## config.mk

```make
export PLATFORM = sky130hd
export DESIGN_NAME = msp_serial_port
export DESIGN_NICKNAME = d
export VERILOG_FILES = /design/src/common/msp_pkg.sv /design/src/core/msp_serial_port.sv
export SDC_FILE = /design/constraint.sdc
export NUM_CORES = 1
export LEC_CHECK = 0
export BUFFER_PORTS_ARGS = -buffer_cell sky130_fd_sc_hd__buf_2
export CAP_MARGIN = 0
export CORE_MARGIN = 4
export CORE_UTILIZATION = 60
export DETAILED_ROUTE_END_ITERATION = 7
export HOLD_SLACK_MARGIN = 0.06
export PLACE_DENSITY = 0.91
export SLEW_MARGIN = 10
export SYNTH_ARGS = -nofsm -noshare
export SYNTH_HDL_FRONTEND = slang
export SYNTH_SLANG_ARGS = --single-unit
```

## constraint.sdc

```tcl
create_clock -name i_clk -period 5.6 [get_ports i_clk]
set_input_delay 0.56 -clock i_clk [delete_from_list [all_inputs] [get_ports i_clk]]
set_output_delay 0.56 -clock i_clk [all_outputs]
set_load 0.01 [all_outputs]
```

## src/common/msp_pkg.sv

```systemverilog
/*
 * Shared constants and carrier types of the motor driver serial control
 * port: control word layout, frame length, update latency and state.
 * Assumes a single 100 MHz system clock; all pins arrive unsynchronised.
 */
`default_nettype none

package msp_pkg;

   // Word and frame geometry
   localparam int WORD_BITS = 12;        // Control word length
   localparam int CNT_BITS = 4;          // Bit counter width
   localparam logic [3:0] MIN_BITS = 4'hc; // Shortest accepted frame

   // Field positions inside the 12-bit control word
   localparam int POS_A_DECAY = 11;
   localparam int POS_A_CUR_HI = 10;
   localparam int POS_A_CUR_LO = 7;
   localparam int POS_A_POL = 6;
   localparam int POS_B_DECAY = 5;
   localparam int POS_B_CUR_HI = 4;
   localparam int POS_B_CUR_LO = 1;
   localparam int POS_B_POL = 0;

   // Timing: select release to output change
   localparam int CLK_PERIOD_NS = 10;    // System clock period
   localparam int UPDATE_DELAY_NS = 3000; // Typical output latency
   localparam int UPDATE_CYCLES = UPDATE_DELAY_NS / CLK_PERIOD_NS;
   localparam int TMR_BITS = 9;          // Holds UPDATE_CYCLES

   // Reset values
   localparam logic [11:0] CTRL_RESET = 12'h000; // Coils off

   // Decoded control word, laid out as it arrives
   typedef struct packed {
      logic a_decay;       // coil_a_mixed_decay
      logic [3:0] a_cur;   // Coil A current code
      logic a_pol;         // coil_a_polarity
      logic b_decay;       // coil_b_mixed_decay
      logic [3:0] b_cur;   // Coil B current code
      logic b_pol;         // coil_b_polarity
   } msp_ctrl_type;

   // Raw serial pins as one bundle
   typedef struct packed {
      logic sck;               // Serial clock
      logic sdi;               // Serial data in
      logic chip_select_n;     // Active low select
      logic driver_enable_n;   // Active low port enable
   } msp_pins_type;

   // Idle pin levels: clock low, select and enable high
   localparam msp_pins_type PINS_IDLE = '{sck: 1'b0, sdi: 1'b0,
      chip_select_n: 1'b1, driver_enable_n: 1'b1};

   // Port sequencing states
   typedef enum logic [1:0] {
      ST_IDLE,
      ST_SHIFT,
      ST_WAIT
   } msp_state_type;

endpackage

`default_nettype wire

```

## src/core/msp_serial_port.sv

```systemverilog
/*
 * Serial control port of a dual-coil stepper driver. Receives 12-bit
 * control words on a select-framed serial link, shifts the status word
 * out, and drives the coil settings after a fixed delay, or at the start of the next frame if that comes first.
 * Assumes the serial pins come from another clock domain and that the
 * system clock is at least several times faster than the serial clock.
 */
`timescale 1ns/10ps
`default_nettype none

// What this block does
// - Serial output floats unless enabled and selected
// - Shifted-in bits reappear on serial output
// - Last twelve bits form word; extras ignored
// - Frames under twelve clocks are discarded
// - New word reaches outputs after select release
// - Zero current code switches coil fully off
module msp_serial_port (
   // Clock and reset
   input wire logic i_clk,
   input wire logic i_rst,
   // Serial pins
   input wire logic i_sck,
   input wire logic i_sdi,
   input wire logic i_chip_select_n,
   input wire logic i_driver_enable_n,
   output logic o_sdo,
   output logic o_sdo_oe,
   // Status word to send, from on-chip logic
   input wire logic [msp_pkg::WORD_BITS-1:0] i_status,
   // Coil settings
   output msp_pkg::msp_ctrl_type o_ctrl,
   output logic o_coil_a_on,
   output logic o_coil_b_on,
   output logic o_bridge_enable,
   // Frame events
   output logic o_update,
   output logic o_frame_reject
);
   import msp_pkg::*;

   // Limitation: the serial clock must stay well below the system
   // clock; each of its phases needs at least four cycles here.
   // Whole module state in one record
   typedef struct packed {
      msp_pins_type meta;          // First sync stage, read by pin only
      msp_pins_type pin;           // Second sync stage
      logic sck_prev;              // Last synced clock level
      msp_state_type state;        // Sequencer state
      logic [WORD_BITS-1:0] shreg; // Shift register
      logic [CNT_BITS-1:0] count;  // Saturating bit counter
      logic [WORD_BITS-1:0] pend;  // Accepted word awaiting apply
      logic [TMR_BITS-1:0] timer;  // Update delay countdown
      msp_ctrl_type ctrl;          // Applied coil settings
      logic a_on;                  // Coil A current enabled
      logic b_on;                  // Coil B current enabled
      logic bridge_en;             // Port enabled
      logic sdo;                   // Serial out level
      logic sdo_oe;                // Serial out drive enable
      logic update;                // One-cycle apply pulse
      logic reject;                // One-cycle short-frame pulse
   } msp_state_rec_type;

   msp_state_rec_type s;      // Registered state
   msp_state_rec_type next_s; // Next state

   // Delay count as a sized constant
   // Typical latency is used, not a worst case
   localparam logic [TMR_BITS-1:0] UPD_CNT = TMR_BITS'(UPDATE_CYCLES);

   // Apply a word: store fields and recompute coil on flags
   function automatic msp_state_rec_type apply_word(
      input msp_state_rec_type r,
      input logic [WORD_BITS-1:0] w
   );
      msp_state_rec_type t;
      t = r;
      // Fields land as laid out on the wire
      t.ctrl = msp_ctrl_type'(w);
      // Zero code means bridge off, not a small current
      t.a_on = (w[POS_A_CUR_HI:POS_A_CUR_LO] != 4'h0);
      t.b_on = (w[POS_B_CUR_HI:POS_B_CUR_LO] != 4'h0);
      t.update = 1'b1;
      return t;
   endfunction

   // Begin a frame: load status and present its first bit
   // Used from idle and from the hold-off state
   function automatic msp_state_rec_type start_frame(
      input msp_state_rec_type r,
      input logic [WORD_BITS-1:0] st
   );
      msp_state_rec_type t;
      t = r;
      t.shreg = st;
      // Counter restarts every frame
      t.count = 4'h0;
      // First status bit stands before the first rise
      t.sdo = st[WORD_BITS-1];
      t.sdo_oe = 1'b1;
      t.state = ST_SHIFT;
      return t;
   endfunction

   // Edge and select decode on synchronised pins
   // Edges show in the same cycle the second stage changes
   logic sck_rise;
   logic sck_fall;
   logic selected;
   assign sck_rise = s.pin.sck & ~s.sck_prev;
   assign sck_fall = ~s.pin.sck & s.sck_prev;
   // Enable high mid-frame ends the frame like select
   // Port gated by enable; select alone is not enough
   assign selected = ~s.pin.chip_select_n & ~s.pin.driver_enable_n;

   // Next-state logic
   always_comb begin
      next_s = s;
      // Two-stage sync; only the second stage is read below
      // Trade-off: two flops add delay but stop metastability
      next_s.meta = '{sck: i_sck, sdi: i_sdi,
                      chip_select_n: i_chip_select_n,
                      driver_enable_n: i_driver_enable_n};
      next_s.pin = s.meta;
      next_s.sck_prev = s.pin.sck;
      // Bridge follows the synced enable
      next_s.bridge_en = ~s.pin.driver_enable_n;
      // Pulses last one cycle
      next_s.update = 1'b0;
      next_s.reject = 1'b0;
      // Sequencer: idle, shift, then hold-off
      case (s.state)
         // Wait for select
         ST_IDLE: begin
            next_s.sdo_oe = 1'b0;
            if (selected) begin
               // Status word captured at frame start
               next_s = start_frame(next_s, i_status);
            end
         end
         // Shift while selected
         ST_SHIFT: begin
            if (!selected) begin
               next_s.sdo_oe = 1'b0;
               // Frame over; decide by number of rises seen
               if (s.count >= MIN_BITS) begin
                  // Register holds the last twelve bits only
                  next_s.pend = s.shreg;
                  next_s.timer = UPD_CNT;
                  next_s.state = ST_WAIT;
               end else begin
                  // Too short, likely a spike: keep settings
                  next_s.reject = 1'b1;
                  next_s.state = ST_IDLE;
               end
            end else if (sck_rise) begin
               // Sample data; oldest bit falls out the top
               next_s.shreg = {s.shreg[WORD_BITS-2:0], s.pin.sdi};
               // Saturate so long chains cannot wrap the count
               if (s.count != MIN_BITS) begin
                  next_s.count = s.count + 4'h1;
               end
            end else if (sck_fall) begin
               // Present the bit shifted in earlier for chaining
               next_s.sdo = s.shreg[WORD_BITS-1];
            end
         end
         // Hold off the output change
         ST_WAIT: begin
            next_s.sdo_oe = 1'b0;
            if (selected) begin
               // A new frame forces the pending word out early
               next_s = apply_word(next_s, s.pend);
               next_s = start_frame(next_s, i_status);
            end else if (s.timer <= 9'h001) begin
               // Delay over: apply and return to idle
               next_s = apply_word(next_s, s.pend);
               next_s.state = ST_IDLE;
            end else begin
               // Still holding off
               next_s.timer = s.timer - 9'h001;
            end
         end
         default: begin
            // Unused code: recover to idle
            next_s.state = ST_IDLE;
            next_s.sdo_oe = 1'b0;
         end
      endcase
   end

   // State register, synchronous reset
   always_ff @(posedge i_clk) begin
      if (i_rst) begin
         s <= '0;
         // Pins reset to idle levels so no false clock edge
         // follows release; the serial clock idles low
         s.meta <= PINS_IDLE;
         s.pin <= PINS_IDLE;
         s.ctrl <= msp_ctrl_type'(CTRL_RESET);
         s.state <= ST_IDLE;
      end else begin
         // Every register updates each edge; no enable
         s <= next_s;
      end
   end

   // Outputs straight from the state record
   // No logic between the flops and the pins
   assign o_sdo = s.sdo;
   assign o_sdo_oe = s.sdo_oe;
   assign o_ctrl = s.ctrl;
   assign o_coil_a_on = s.a_on;
   assign o_coil_b_on = s.b_on;
   assign o_bridge_enable = s.bridge_en;
   assign o_update = s.update;
   assign o_frame_reject = s.reject;

endmodule

`default_nettype wire

```

==> impl_metrics.csv <==
group,metric,value,unit
status,status,"complete, no violations",
timing,max_slew_margin,26.5,%
clock_network,tritoncts,"yes",
power_and_ir_drop,power_leakage,0.00116,uW
global_route,grt_start_max_net_pins,70,
place,place_area,3130,um2
critical_path,required,5.85,ns
power_and_ir_drop,peakVddDrop,0.221,mV
critical_path,r2r_cells,5,
timing,report.final.slew_viol_count,0,
synthesis,synth_edf_count,0,
timing,tightest_slew,1.10,ns
floorplan,dieArea,6340,um2
layout,layout_common_cells,"dfxtp_1, a21oi_1, buf_2",
critical_path,cp-end-kind,"register",
timing,fin_crit_sh,43.4,%
clock_network,ctsLongestPathBuffers,2,
synthesis,yosys_warnings,0,
place,hpwl,4.40,mm
run,maxCapViolCount,0,
critical_path,r2r-end,"o_sdo$_SDFFE_PP0P_",
layout,fin_area,3360,um2
synthesis,synthCells,358,
clock_network,cts_hold_buf,0,
layout,layout-drive-gt1-share,16.4,%
global_route,grt_overflow,0,
layout,final_common_cell,"dfxtp_1",
clock_network,cts.htree.levels,3,
clock_network,cts_inserted_buffers,9,
synthesis,synth.distinct_cells,46,
timing,final.setup_skew,0.0120,ns
route,ant_nets,0,
synthesis,synth_seq_cells,67,
hold_path,min_from,"i_driver_enable_n",
timing,fin_crit,2.43,ns
floorplan,chipWidth,79.6,um
timing,rsz0062_at_grt,"no",
power_and_ir_drop,internal_power,783,uW
timing,hold_viol_final,0,
layout,num_antenna_cells,0,
timing,max_freq,0.411,GHz
place,port_buffers,36,
route,drc,0,
synthesis,async_flop_share,0,%
clock_network,insertion_delay,0.34,ns
clock_network,clkTransAtPathRegs,0.08,ns
global_route,grt_pass1_wl,11.7,mm
clock_network,cts.sinks,67,
power_and_ir_drop,p_comb_share,2.4,%
power_and_ir_drop,powerDensity,292,nW/um2
hold_path,min_to,"s[63]$_SDFF_PP1_",
global_route,track_usage,23.5,%
route,routed_wl,7.01,mm
synthesis,synth_top_flop_cell,"dfxtp_1",
power_and_ir_drop,clock_power_share,48.4,%
floorplan,fp.dieH,79.6,um
layout,area_growth,9.36,%
floorplan,rows,25,
floorplan,coreArea,4850,um2
synthesis,yosysSeqAreaShare,43.6,%
floorplan,pin_count,37,
critical_path,cpPeakStageDelay,0.89,ns
layout,stdcell_count,438,
floorplan,start_util,63.4,%
timing,finalSetupTns,0,ns
timing,finalHoldWorstSlack,0.406,ns
hold_path,holdPathStages,2,
critical_path,cp_cell_sequence,"inv_1 -> ha_1 -> and2_1 -> a22oi_1 -> a211oi_1",
critical_path,r2r_start,"s[56]$_SDFFE_PP0P_",
hold_path,min_path_type,"in2reg",
timing,setup_viol,0,
route,dr.pass1.iters,6,
route,vias,2733,
critical_path,slowest_stage,"and2_1",
layout,layout.nets,394,
global_route,antenna_found_initial,0,
global_route,grt_pass1_vias,2461,
synthesis,avgSynthCellArea,8.59,um2
route,wl_per_cell,16.0,um
power_and_ir_drop,p_sw,199,uW
clock_network,root_buffer,"clkbuf_8",
critical_path,arrival,2.68,ns
synthesis,netlist_area,3080,um2
place,dpl.cell_count,423,
critical_path,critical_path_class,"reg2reg",
critical_path,rrSetupSlack,3.17,ns
clock_network,post_cts_buffers,0,
place,gp_congestion,0.919,
critical_path,critical_path_peak_fanout,33,
synthesis,syn_nets,385,
power_and_ir_drop,total_power,982,uW
route,detail_route.iter0.violations,388,
power_and_ir_drop,p_sw_share,20.3,%
clock_network,cts_resized,0,
route,vias_per_cell,6.24,
power_and_ir_drop,seqPwrFrac,49.2,%
critical_path,cp-start-kind,"register",
## Yosys cell counts (7+ instances only)
cell type  number  area [um2]
o31ai_1         8        60.1
dfxtp_1        67        1340
nand2_1        18        67.6
clkbuf_1       18        67.6
nand3_1        29         145
nor2_1         23        86.3
nor2b_1         7        43.8
a22oi_1        12        90.1
buf_4          12        90.1
ha_1            9         113
o21ai_0        16        80.1
inv_1          12        45.0
a21oi_1        38         190
a211oi_1       14         105
## layout make-up
type / count / area (um2)
Fill cell: 377 / 1490
Multi-Input combinational cell: 240 / 1480
Sequential cell: 67 / 1340
Timing Repair Buffer: 37 / 188
Clock buffer: 10 / 128
Clock inverter: 5 / 103
Tap cell: 67 / 83.8
Inverter: 12 / 45.0
## power groups by stage
stage / Clock, uW / Combinational (uW) / Sequential [uW]
after floorplan: 0 / 14.1 / 493
after CTS: 476 / 23.6 / 483
after global routing: 498 / 26.5 / 483
after global placement: 0 / 22.9 / 494
final: 475 / 23.7 / 483
after detailed placement: 0 / 23.5 / 494
## sequential cells by signal (all words and copies together), names as in the netlist
register and cells:
o_update 1, o_bridge_enable 1, o_coil_b_on 1, o_sdo 1
o_frame_reject 1, s 48, o_sdo_oe 1, o_ctrl 12
o_coil_a_on 1
## cell families after synthesis
kind of cell | share of synthesized area, %
compound gates | 24.3
fa+ha+maj | 3.66
buf+inv | 8.42
flops | 43.6
mux | 0.366
simple gates | 19.6
## routing by layer
| layer | vias up | GRT usage [%] | share of wire (%) |
|---|---|---|---|
| met5 | - | 0 | 0 |
| met4 | 0 | 10.3 | 1.8 |
| met3 | 18 | 6.21 | 7.3 |
| met2 | 119 | 36.3 | 47 |
| met1 | 1271 | 30.7 | 44 |
| li1 | 1325 | - | - |
## through the flow
step           utilization [%]  worst slack (ns)
2_1_floorplan                -              3.68
3_3_place_gp              64.6              3.38
3_5_place_dp              64.6              3.28
4_1_cts                   69.4              3.18
5_1_grt                   69.4              2.90
6_report                  69.4              3.17
## worst max-delay path: cells and delay by family (launching register included)
| family | cells | cell delay (ns) |
|---|---|---|
| AO/OA/AOI/OAI | 2 | 0.52 |
| adder cells (fa/ha/maj) | 1 | 0.40 |
| buffers and inverters | 1 | 0.12 |
| flip-flops | 1 | 0.40 |
| AND/OR/NAND/NOR | 1 | 0.89 |
## how the worst max path moves through the flow
stage	from	slack [ns]	to	cells past startpoint
3_3_place_gp	s[56]$_SDFFE_PP0P_	3.38	s[52]$_SDFFE_PP0P_	5
5_1_grt	s[57]$_SDFFE_PP0P_	2.90	o_sdo$_SDFFE_PP0P_	5
3_5_place_dp	s[56]$_SDFFE_PP0P_	3.28	s[50]$_SDFFE_PP0P_	5
6_report	s[56]$_SDFFE_PP0P_	3.17	o_sdo$_SDFFE_PP0P_	5
4_1_cts	s[57]$_SDFFE_PP0P_	3.18	o_sdo$_SDFFE_PP0P_	5
2_1_floorplan	s[56]$_SDFFE_PP0P_	3.68	s[20]$_SDFFE_PP0P_	8
Note: power is estimated with default switching activity, not from simulation.
